===== config.mk =====
export PLATFORM = sky130hd
export DESIGN_NAME = dbs_ctrl_flat
export DESIGN_NICKNAME = d
export VERILOG_FILES = /design/src/hdl/dbs_pkg.sv /design/src/hdl/dbs_link_if.sv /design/src/hdl/dbs_buf2.sv /design/src/hdl/dbs_ctrl.sv /design/src/flat_wrapper.sv
export SDC_FILE = /design/constraint.sdc
export NUM_CORES = 1
export LEC_CHECK = 0
export ABC_AREA = 0
export BUFFER_PORTS_ARGS = -buffer_cell sky130_fd_sc_hd__buf_2
export CAP_MARGIN = 5
export CORE_ASPECT_RATIO = 1.75
export CORE_UTILIZATION = 40
export DETAILED_ROUTE_END_ITERATION = 8
export PLACE_DENSITY = 0.66
export SLEW_MARGIN = 20
export SYNTH_ARGS = -nofsm -noshare
export SYNTH_HDL_FRONTEND = slang
export SYNTH_SLANG_ARGS = --single-unit

===== constraint.sdc =====
create_clock -name ref_clk -period 7.29 [get_ports ref_clk]
set_input_delay 1.0935 -clock ref_clk [delete_from_list [all_inputs] [get_ports ref_clk]]
set_output_delay 1.0935 -clock ref_clk [all_outputs]
set_load 0.02 [all_outputs]

===== src/hdl/dbs_pkg.sv =====
package dbs_pkg;

  // Array and bus widths of the 36-bit configuration.
  localparam int ADDR_W = 19;
  localparam int LANE_W = 9;
  localparam int LANES = 4;
  localparam int DATA_W = LANE_W * LANES;
  localparam int BURST_LEN = 4;
  localparam int BURST_W = DATA_W * BURST_LEN;
  localparam int MEM_DEPTH = 1 << ADDR_W;

  // Half-cycle latencies on the device side, counted in ref_clk edges.
  localparam int RD_LAT_HALVES = 5;
  localparam int WR_LAT_HALVES = 2;

  // Controller sequencing counts from the edge that launches a command.
  localparam logic [3:0] CNT_ZERO = 4'h0;
  localparam logic [3:0] CNT_ONE = 4'h1;
  localparam logic [3:0] WR_FIRST = 4'h3;
  localparam logic [3:0] WR_LAST = 4'h7;
  localparam logic [3:0] RD_FIRST = 4'h8;
  localparam logic [3:0] RD_LAST = 4'hB;
  localparam logic [1:0] BEAT_LAST = 2'h3;
  localparam logic [LANES-1:0] LANES_OFF = 4'hF;

  // Device burst state machines.
  typedef enum logic {
    DBS_IDLE = 1'b0,
    DBS_BURST = 1'b1
  } dbs_burst_type;

  // Controller operation in progress.
  typedef enum logic [1:0] {
    DBS_OP_IDLE = 2'b00,
    DBS_OP_READ = 2'b01,
    DBS_OP_WRITE = 2'b10
  } dbs_op_type;

endpackage


===== src/hdl/dbs_link_if.sv =====
`timescale 1ns/1ps
`default_nettype none

// Pins between the memory controller and the burst memory.
interface dbs_link_if;
  logic k_run;
  logic k_true;
  logic read_n;
  logic write_n;
  logic [dbs_pkg::ADDR_W-1:0] addr;
  logic [dbs_pkg::DATA_W-1:0] d;
  logic [dbs_pkg::LANES-1:0] lane_write_n;
  logic [dbs_pkg::DATA_W-1:0] q;
  logic q_oe;

  modport dev (
    input k_run, k_true, read_n, write_n, addr, d, lane_write_n,
    output q, q_oe
  );

  modport ctl (
    output k_run, k_true, read_n, write_n, addr, d, lane_write_n,
    input q, q_oe
  );
endinterface

`default_nettype wire


===== src/hdl/dbs_buf2.sv =====
`timescale 1ns/1ps
`default_nettype none

// Two-entry buffer; the head entry feeds the output straight from a flop.
module dbs_buf2 #(
  parameter int W = 8
) (
  input wire logic ref_clk,
  input wire logic rst_n,
  input wire logic in_valid,
  output logic in_ready,
  input wire logic [W-1:0] in_data,
  output logic out_valid,
  input wire logic out_ready,
  output logic [W-1:0] out_data
);

  logic [W-1:0] head_reg;
  logic [W-1:0] tail_reg;
  logic head_full_reg;
  logic tail_full_reg;
  logic push;
  logic pop;

  // Full only when both entries hold a word.
  assign in_ready = ~tail_full_reg;
  assign out_valid = head_full_reg;
  assign out_data = head_reg;
  assign push = in_valid & ~tail_full_reg;
  assign pop = head_full_reg & out_ready;

  // Occupancy flags.
  always_ff @(posedge ref_clk or negedge rst_n) begin
    if (!rst_n) begin
      head_full_reg <= 1'b0;
      tail_full_reg <= 1'b0;
    end else begin
      head_full_reg <= tail_full_reg | push | (head_full_reg & ~pop);
      tail_full_reg <= head_full_reg & (tail_full_reg | push) &
                       ~(pop & ~(tail_full_reg & push)) &
                       ~(pop & ~tail_full_reg);
    end
  end

  // Data moves from tail to head on a pop; new words fill the free slot.
  always_ff @(posedge ref_clk or negedge rst_n) begin
    if (!rst_n) begin
      head_reg <= '0;
      tail_reg <= '0;
    end else begin
      if (pop) begin
        head_reg <= tail_full_reg ? tail_reg : in_data;
      end else if (!head_full_reg) begin
        head_reg <= in_data;
      end
      if (push && head_full_reg && (tail_full_reg || !pop)) begin
        tail_reg <= in_data;
      end
    end
  end

endmodule

`default_nettype wire


===== src/hdl/dbs_ctrl.sv =====
`timescale 1ns/1ps
`default_nettype none

// Memory controller end: one burst command at a time.
module dbs_ctrl (
  input wire logic ref_clk,
  input wire logic rst_n,
  dbs_link_if.ctl link,
  input wire logic cmd_valid,
  output logic cmd_ready,
  input wire logic cmd_write,
  input wire logic [dbs_pkg::ADDR_W-1:0] cmd_addr,
  input wire logic [dbs_pkg::BURST_W-1:0] cmd_wdata,
  input wire logic [dbs_pkg::LANES*dbs_pkg::BURST_LEN-1:0] cmd_lane_n,
  output logic rd_valid,
  input wire logic rd_ready,
  output logic [dbs_pkg::BURST_W-1:0] rd_data,
  input wire logic stop_req,
  output logic stopped
);

  localparam int DW = dbs_pkg::DATA_W;
  localparam int LN = dbs_pkg::LANES;

  logic k_run_reg;
  logic k_true_reg;
  logic read_n_reg;
  logic write_n_reg;
  logic [dbs_pkg::ADDR_W-1:0] addr_reg;
  logic [DW-1:0] d_reg;
  logic [LN-1:0] lane_n_reg;
  dbs_pkg::dbs_op_type op_reg;
  logic [3:0] cnt_reg;
  logic [dbs_pkg::BURST_W-1:0] wbuf_reg;
  logic [LN*dbs_pkg::BURST_LEN-1:0] wlane_reg;
  logic [dbs_pkg::BURST_W-1:0] rbuf_reg;
  logic push_reg;
  logic take;
  logic buf_in_ready;
  logic [1:0] wr_idx;
  logic [1:0] rd_idx;

  assign take = cmd_valid & cmd_ready;
  assign wr_idx = 2'(cnt_reg - dbs_pkg::WR_FIRST);
  assign rd_idx = 2'(cnt_reg - dbs_pkg::RD_FIRST);

  // Clock generation; the clock only stops once all bursts are done.
  // It never stops on a taking edge, or a command would freeze half sent.
  always_ff @(posedge ref_clk or negedge rst_n) begin
    if (!rst_n) begin
      k_run_reg <= 1'b1;
      k_true_reg <= 1'b1;
    end else begin
      if (k_run_reg) begin
        k_true_reg <= ~k_true_reg;
      end
      if (stop_req && op_reg == dbs_pkg::DBS_OP_IDLE && !push_reg &&
          !take) begin
        k_run_reg <= 1'b0;
      end else if (!stop_req) begin
        k_run_reg <= 1'b1;
      end
    end
  end

  // Ready only ahead of a true edge, idle, and with room for read data.
  always_ff @(posedge ref_clk or negedge rst_n) begin
    if (!rst_n) begin
      cmd_ready <= 1'b0;
    end else begin
      cmd_ready <= ~k_true_reg & k_run_reg & ~stop_req & ~push_reg &
                   (cnt_reg == dbs_pkg::CNT_ZERO) & ~take & buf_in_ready;
    end
  end

  // Selects are held for one full cycle and then released.
  always_ff @(posedge ref_clk or negedge rst_n) begin
    if (!rst_n) begin
      read_n_reg <= 1'b1;
      write_n_reg <= 1'b1;
      addr_reg <= '0;
      wbuf_reg <= '0;
      wlane_reg <= '1;
    end else if (take) begin
      read_n_reg <= cmd_write;
      write_n_reg <= ~cmd_write;
      addr_reg <= cmd_addr;
      wbuf_reg <= cmd_wdata;
      wlane_reg <= cmd_lane_n;
    end else if (k_run_reg && k_true_reg) begin
      read_n_reg <= 1'b1;
      write_n_reg <= 1'b1;
    end
  end

  // Beat sequencing counted from the launching edge.
  always_ff @(posedge ref_clk or negedge rst_n) begin
    if (!rst_n) begin
      op_reg <= dbs_pkg::DBS_OP_IDLE;
      cnt_reg <= dbs_pkg::CNT_ZERO;
      d_reg <= '0;
      lane_n_reg <= dbs_pkg::LANES_OFF;
      rbuf_reg <= '0;
      push_reg <= 1'b0;
    end else begin
      push_reg <= 1'b0;
      unique case (op_reg)
        dbs_pkg::DBS_OP_IDLE: begin
          if (take) begin
            op_reg <= cmd_write ? dbs_pkg::DBS_OP_WRITE : dbs_pkg::DBS_OP_READ;
            cnt_reg <= dbs_pkg::CNT_ONE;
          end
        end
        dbs_pkg::DBS_OP_WRITE: begin
          cnt_reg <= cnt_reg + 1'b1;
          if (cnt_reg == dbs_pkg::WR_LAST) begin
            op_reg <= dbs_pkg::DBS_OP_IDLE;
            cnt_reg <= dbs_pkg::CNT_ZERO;
            lane_n_reg <= dbs_pkg::LANES_OFF;
          end else if (cnt_reg >= dbs_pkg::WR_FIRST) begin
            d_reg <= wbuf_reg[wr_idx*DW +: DW];
            lane_n_reg <= wlane_reg[wr_idx*LN +: LN];
          end
        end
        dbs_pkg::DBS_OP_READ: begin
          cnt_reg <= cnt_reg + 1'b1;
          if (cnt_reg >= dbs_pkg::RD_FIRST) begin
            rbuf_reg[rd_idx*DW +: DW] <= link.q;
          end
          if (cnt_reg == dbs_pkg::RD_LAST) begin
            op_reg <= dbs_pkg::DBS_OP_IDLE;
            cnt_reg <= dbs_pkg::CNT_ZERO;
            push_reg <= 1'b1;
          end
        end
        default: begin
          op_reg <= dbs_pkg::DBS_OP_IDLE;
          cnt_reg <= dbs_pkg::CNT_ZERO;
        end
      endcase
    end
  end

  // Whole read bursts wait here until the user side takes them.
  dbs_buf2 #(
    .W(dbs_pkg::BURST_W)
  ) u_rd_buf (
    .ref_clk(ref_clk),
    .rst_n(rst_n),
    .in_valid(push_reg),
    .in_ready(buf_in_ready),
    .in_data(rbuf_reg),
    .out_valid(rd_valid),
    .out_ready(rd_ready),
    .out_data(rd_data)
  );

  assign stopped = ~k_run_reg;
  assign link.k_run = k_run_reg;
  assign link.k_true = k_true_reg;
  assign link.read_n = read_n_reg;
  assign link.write_n = write_n_reg;
  assign link.addr = addr_reg;
  assign link.d = d_reg;
  assign link.lane_write_n = lane_n_reg;

endmodule

`default_nettype wire


===== src/flat_wrapper.sv =====
// flat-port wrapper written by rule: the top's interface ports become plain ports
module dbs_ctrl_flat 
  (ref_clk, rst_n, cmd_valid, cmd_ready, cmd_write, cmd_addr, cmd_wdata, cmd_lane_n, rd_valid, rd_ready, rd_data, stop_req, stopped, link_k_run, link_k_true, link_read_n, link_write_n, link_addr, link_d, link_lane_write_n, link_q, link_q_oe);
  dbs_link_if link_i ();
  input wire logic ref_clk;
  input wire logic rst_n;
  input wire logic cmd_valid;
  output logic cmd_ready;
  input wire logic cmd_write;
  input wire logic [dbs_pkg::ADDR_W-1:0] cmd_addr;
  input wire logic [dbs_pkg::BURST_W-1:0] cmd_wdata;
  input wire logic [dbs_pkg::LANES*dbs_pkg::BURST_LEN-1:0] cmd_lane_n;
  output logic rd_valid;
  input wire logic rd_ready;
  output logic [dbs_pkg::BURST_W-1:0] rd_data;
  input wire logic stop_req;
  output logic stopped;
  output wire logic [$bits(link_i.k_run)-1:0] link_k_run;
  output wire logic [$bits(link_i.k_true)-1:0] link_k_true;
  output wire logic [$bits(link_i.read_n)-1:0] link_read_n;
  output wire logic [$bits(link_i.write_n)-1:0] link_write_n;
  output wire logic [$bits(link_i.addr)-1:0] link_addr;
  output wire logic [$bits(link_i.d)-1:0] link_d;
  output wire logic [$bits(link_i.lane_write_n)-1:0] link_lane_write_n;
  input wire logic [$bits(link_i.q)-1:0] link_q;
  input wire logic [$bits(link_i.q_oe)-1:0] link_q_oe;
  assign link_k_run = link_i.k_run;
  assign link_k_true = link_i.k_true;
  assign link_read_n = link_i.read_n;
  assign link_write_n = link_i.write_n;
  assign link_addr = link_i.addr;
  assign link_d = link_i.d;
  assign link_lane_write_n = link_i.lane_write_n;
  assign link_i.q = link_q;
  assign link_i.q_oe = link_q_oe;
  dbs_ctrl u_core (.ref_clk(ref_clk), .rst_n(rst_n), .link(link_i), .cmd_valid(cmd_valid), .cmd_ready(cmd_ready), .cmd_write(cmd_write), .cmd_addr(cmd_addr), .cmd_wdata(cmd_wdata), .cmd_lane_n(cmd_lane_n), .rd_valid(rd_valid), .rd_ready(rd_ready), .rd_data(rd_data), .stop_req(stop_req), .stopped(stopped));
endmodule

; ---- Word level (Yosys, flattened, before mapping)
; Cells that the tools add are included.
[word_totals]
regBits = 665
in_bits = 222
output_inout_bits = 210
elab_cells = 109
[classes]
n_addsub = 4
mul = 2
magnitude_cmp = 2
n_eq_ne = 9
shift = 4
n_mux = 22
n_bitwise = 30
n_reduce_logical = 18
[ops]
columns = op, n
row1 = $mux W144, 3
row2 = $bwmux W144, 1
row3 = $shift A36 B34 Y144 const A, 1
row4 = $shiftx A144 B9 Y36, 1
row5 = $shiftx A36 B34 Y144, 1
row6 = $neg A8 Y34, 1
row7 = $mux W4, 5
row8 = $and A1 B1 Y1, 16
row9 = $shiftx A16 B5 Y4, 1
row10 = $mul A2 B4 Y6 const B, 2
row11 = $not A1 Y1, 12
row12 = $pmux W4 S3, 1
row13 = $ne A2 B1 Y1 const B, 5
row14 = $mux W2, 4
row15 = $mux W1, 7
row16 = $logic_and A1 B1 Y1, 6
row17 = $pmux W2 S3, 1
row18 = $reduce_and A3 Y1, 2
row19 = $add A4 B1 Y4 const B, 1
row20 = $eq A4 B3 Y1 const B, 1
row21 = $eq A4 B4 Y1 const B, 1
row22 = $ge A4 B2 Y1 const B, 1
row23 = $ge A4 B4 Y1 const B, 1
row24 = $logic_not A4 Y1, 1
row25 = 10 further kinds, 15

; ---- Longest topological paths before layout
[depth]
word_depth = 8
depth_mapped = 13
depth_no_buf = 6

; ---- Hierarchy
; From an unflattened synthesis, not the netlist that was laid out.
[unflattened]
hier_cells = 2639
hier_area_um2 = 29079.1
[by_module_without_submodules]
columns = module, n_inst, cells_each, area_per_inst_um2, seq_area_each_um2
row1 = dbs_ctrl, 1, 1671, 17143.9, 9414.0
row2 = dbs_buf2, 1, 968, 11935.2, 7257.0

; ---- Worst setup path after synthesis
; No wires, ideal clock.
[synth_timing]
path_kind = flip-flop to flip-flop
start = reg u_core.cnt_reg[0]
end = reg u_core.d_reg[12], in the netlist u_core.link.d[12]
setup_ps = 125
arrival_ps = 2667
required_ps = 7165
setup_slack_ps = 4498
stages_incl_launch_ff = 12
n_path_buf = 7
synth_period_minus_slack_ps = 2792
path_cell_list = dfrtp_1 buf_6 buf_6 buf_4 buf_2 inv_1 ha_1 buf_2 buf_2 clkbuf_1 mux4_2 mux2_2
[synth_between]
elab_chain_cells = 3
elab_cells_between_ends = 7
classes_between = 1 x add/sub / 1 x mul / 1 x order compare / 1 x eq/ne / 1 x shift / 1 x bitwise / 1 x reduce/logical
[synth_rtl]
columns = item, line
row1 = start: declaration, dbs_ctrl.sv:33  ; logic [3:0] cnt_reg;
row2 = start signal: assignment, dbs_ctrl.sv:100  ; cnt_reg <= dbs_pkg::CNT_ZERO;
row3 = start signal: assignment, dbs_ctrl.sv:111  ; cnt_reg <= dbs_pkg::CNT_ONE;
row4 = start signal: assignment, dbs_ctrl.sv:115  ; cnt_reg <= cnt_reg + 1'b1;
row5 = $sub A2 B2 Y2 / $eq A4 B3 Y1 (equally long branches), "dbs_ctrl.sv:44, dbs_ctrl.sv:116"
row6 = $mul A2 B4 Y6 / $not A1 Y1 (equally long branches), n/a
row7 = $shiftx A144 B9 Y36 / $reduce_and A3 Y1 (equally long branches), n/a
row8 = end signal: assignment, dbs_ctrl.sv:121  ; d_reg <= wbuf_reg[wr_idx*DW +: DW];
row9 = end: declaration, dbs_ctrl.sv:30  ; logic [DW-1:0] d_reg;
; Parallel ways exist; a longest one is shown, timed or not.
; A chain may end at the register's enable or synchronous reset.

; ---- Worst setup path after layout
[layout_timing]
start = reg u_core.cnt_reg[0]
end = reg u_core.rbuf_reg[97] in the netlist's numbering
[layout_between]
elab_chain_cells = 5
elab_cells_between_ends = 8
classes_between = 2 x add/sub / 1 x mul / 1 x order compare / 2 x shift / 1 x mux / 1 x reduce/logical
[layout_rtl]
columns = item, line
row1 = $sub A2 B1 Y2, dbs_ctrl.sv:45  ; assign rd_idx = 2'(cnt_reg - dbs_pkg::RD_FIRST);
row2 = $mul A2 B4 Y6, dbs_ctrl.sv:128  ; rbuf_reg[rd_idx*DW +: DW] <= link.q;
row3 = $neg A8 Y34, dbs_ctrl.sv:128
row4 = $shiftx A36 B34 Y144 / $shift A36 B34 Y144 (equally long branches), dbs_ctrl.sv:128
row5 = $bwmux W144, dbs_ctrl.sv:128
row6 = end signal: indexed assignment, dbs_ctrl.sv:128
row7 = end: declaration, dbs_ctrl.sv:36  ; logic [dbs_pkg::BURST_W-1:0] rbuf_reg;
; Parallel ways exist; a longest one is shown, timed or not.

==> summary.txt <==
Status - completed
Post-synth EDFFs - 0
Synth top cells by count - 970 x nand2_1, 641 x dfrtp_1, 207 x mux2_2
Post-synthesis sequential area ratio - 59.5%
Crit path max-delay cell type - dfrtp_4
RSZ-0062 raised after global routing - false
Endpoints failing hold - 0
PortBufs - 430
Area growth syn-to-layout - 17.1%
Cells after Synth - 2578
CP top delay family - flip-flops
Worst Setup Path Type - reg2reg
Layout fillers - 6508
Synth Warn # - 0
Worst-Margin Slew - 1.15 ns
Vias in the first global route - 20600
Post-CTS Hold Buffers - 0
Top-Level Pins - 432
Vias post-DR - 20400
Worst-skew pair later-pin latency - 0.67 ns
CORE AREA - 0.0695 mm^2
Syn Std Cell Area - 0.0280 mm^2
Shortest period the worst path allows - 3.86 ns
Largest net degree at the start of global routing - 151
Gpl congestion - 0.961
Critical path endpoint category - flip-flop
Rows - 128
Clock sinks - 665
Most frequent cell after synthesis - nand2_1
Avg Inst Size Synth - 10.9 um^2
Worst Hold Class - reg2reg
Nets - 3154
Initial core utilization - 40.3%
Die ar. - 0.0711 mm^2
Fmax achieved - 259 MHz
Max IR drop VDD - 0.000254 V
Top cell by count, worst path - inv_1
Final Routed Wirelength - 83800 um
DRT iter0 DRCs - 1295
CTS tree - yes
Die W - 202 um
Total power draw - 0.0117 W
Max-slew violations - 0
Synth area leader - dfrtp_1
Die Y - 352 um
Period Utilization, post-route - 52.9%
Layout Skew - 0.0401 ns
Post-CTS resize count - 0
Synth top area share - 57.3%
Vias per std cell - 5.25
FF+latch count, synth - 665
WP data required - 7.80 ns
CP max FO - 57
Clock Root Buffer - clkbuf_16
Placed Area - 0.0308 mm^2
GRT overflow - 0
Top cells by area, synth - dfrtp_1 57%, nand2_1 13%, mux2_2 8.3%
P_leak - 16.3 nW
Main synth FF type - dfrtp_1
Multi-input logic area - 0.0106 mm^2
Post-synthesis net count - 2806
DRC viols - 0
TritonCTS Buffers - 59
PwrDens - 356 mW/mm^2
Antenna violations before repair - 12
CP bufs+invs - 2
Post-DP HPWL - 57300 um
Share of cells above drive strength 1 - 29.0%
Post-CTS Setup Inserts - 0
Crit-path cells - inv_1 -> ha_4 -> inv_1 -> mux2i_1 -> a2111o_1 -> o21ai_0
Clock-pin slew on the worst setup and hold paths - 0.07 ns
Post-route antenna net violation count - 0
Clock Path Buffers - 3
Crit start category - flip-flop
Register area - 0.0167 mm^2
Final setup violation count - 0
Flop-to-flop setup slack - 3.43 ns
Pre-Repair DR Iteration Count - 5
Max cap viols - 0
Fraction of registers with async set or reset after synthesis - 100%
Slew HR - 23.7%
Final Cell Area - 0.0328 mm^2
Worst Path Arrival - 4.37 ns
First-pass GRT wire length - 127000 um
GR Util All Layers - 23.5%
H-Tree Level Count - 2
CP peak stage delay - 0.93 ns
Avg WL per Cell - 21.6 um
Final Util - 47.2%
Distinct cell type count of the synthesized netlist - 74
TNS Setup - 0 ns
kinds of logic after synthesis:
logic type,synth area share [%]
mux,12.7
xor+xnor,0.0626
buf+inv,3.00
simple gates,15.6
compound gates,8.84
flops,59.5
fa+ha+maj,0.268
final cells by class:
| cell class | count | area share (%) |
|---|---|---|
| well taps | 910 | 3.47 |
| repair buffers | 456 | 7.38 |
| clock buffers | 82 | 5.01 |
| clock inverters | 27 | 0.996 |
| flip-flops and latches | 665 | 50.8 |
| multi-input cells | 1735 | 32.2 |
| diodes | 4 | 0.0305 |
| inverters | 9 | 0.103 |
layout by cell type, fill, tap and decap left out, types with 5 or more instances in the layout:
cell,count
a21oi_1,17
a22o_1,24
a22oi_1,148
buf_12,5
buf_2,429
buf_4,21
bufinv_16,5
clkbuf_1,15
clkbuf_16,59
clkbuf_8,8
clkinv_2,15
dfrtp_1,640
dfstp_2,24
ha_1,5
inv_1,8
mux2_2,207
mux2i_1,24
mux4_2,43
nand2_1,969
nand2b_1,14
nand3_1,7
nor2_1,37
nor3_1,11
nor4_1,5
o21ai_0,80
o21ai_1,35
o21ai_2,5
o22a_1,6
o22ai_1,6
o31ai_1,5
or2_2,8
or3_1,6
per-stage QoR:
stage / worst slack (ns) / cells / hold slack (ns)
after detailed placement: 3.42 / 3775 / 0.447
after floorplan: 4.50 / 2578 / 0.437
after CTS: 3.44 / 3884 / 0.457
after global placement: 3.49 / 3775 / 0.446
after global routing: 3.24 / 3886 / 0.477
final: 3.43 / 3888 / 0.456
worst min-delay path, cell delays in order (launching register included):
cell and delay [ns]:
dfstp_2 0.37, nand2_1 0.05, nand2_1 0.04
metal layers:
layer / up-vias / GRT usage, % / part of all wire, %
li1: 9450 / - / -
met1: 10100 / 27.1 / 38
met5: - / 0 / 0.15
met4: 20 / 12.5 / 5.8
met2: 665 / 40.1 / 50
met3: 183 / 5.75 / 6.9
path summary, 6_finish.rpt:
| check | startpoint | endpoint | cells after the start |
|---|---|---|---|
| setup / recovery | u_core.cnt_reg[0] | u_core.rbuf_reg[97] | 6 |
| hold / removal | u_core.wlane_reg[2] | u_core.wlane_reg[2] | 2 |
| setup reg to reg | u_core.cnt_reg[0] | u_core.rbuf_reg[97] | 6 |
| hold reg to reg | u_core.wlane_reg[2] | u_core.wlane_reg[2] | 2 |
| max in group asynchronous | rst_n | u_core.cnt_reg[0] | 2 |
| min in group asynchronous | rst_n | u_core.u_rd_buf.tail_reg[139] | 1 |
where the power goes:
group	leakage (nW)	internal [W]	switching, W
Clock	0.968	0.00176	0.00145
Combinational	7.51	0.00125	0.00217
Sequential	7.78	0.00449	0.000547
Note: power is estimated with default switching activity, not from simulation.
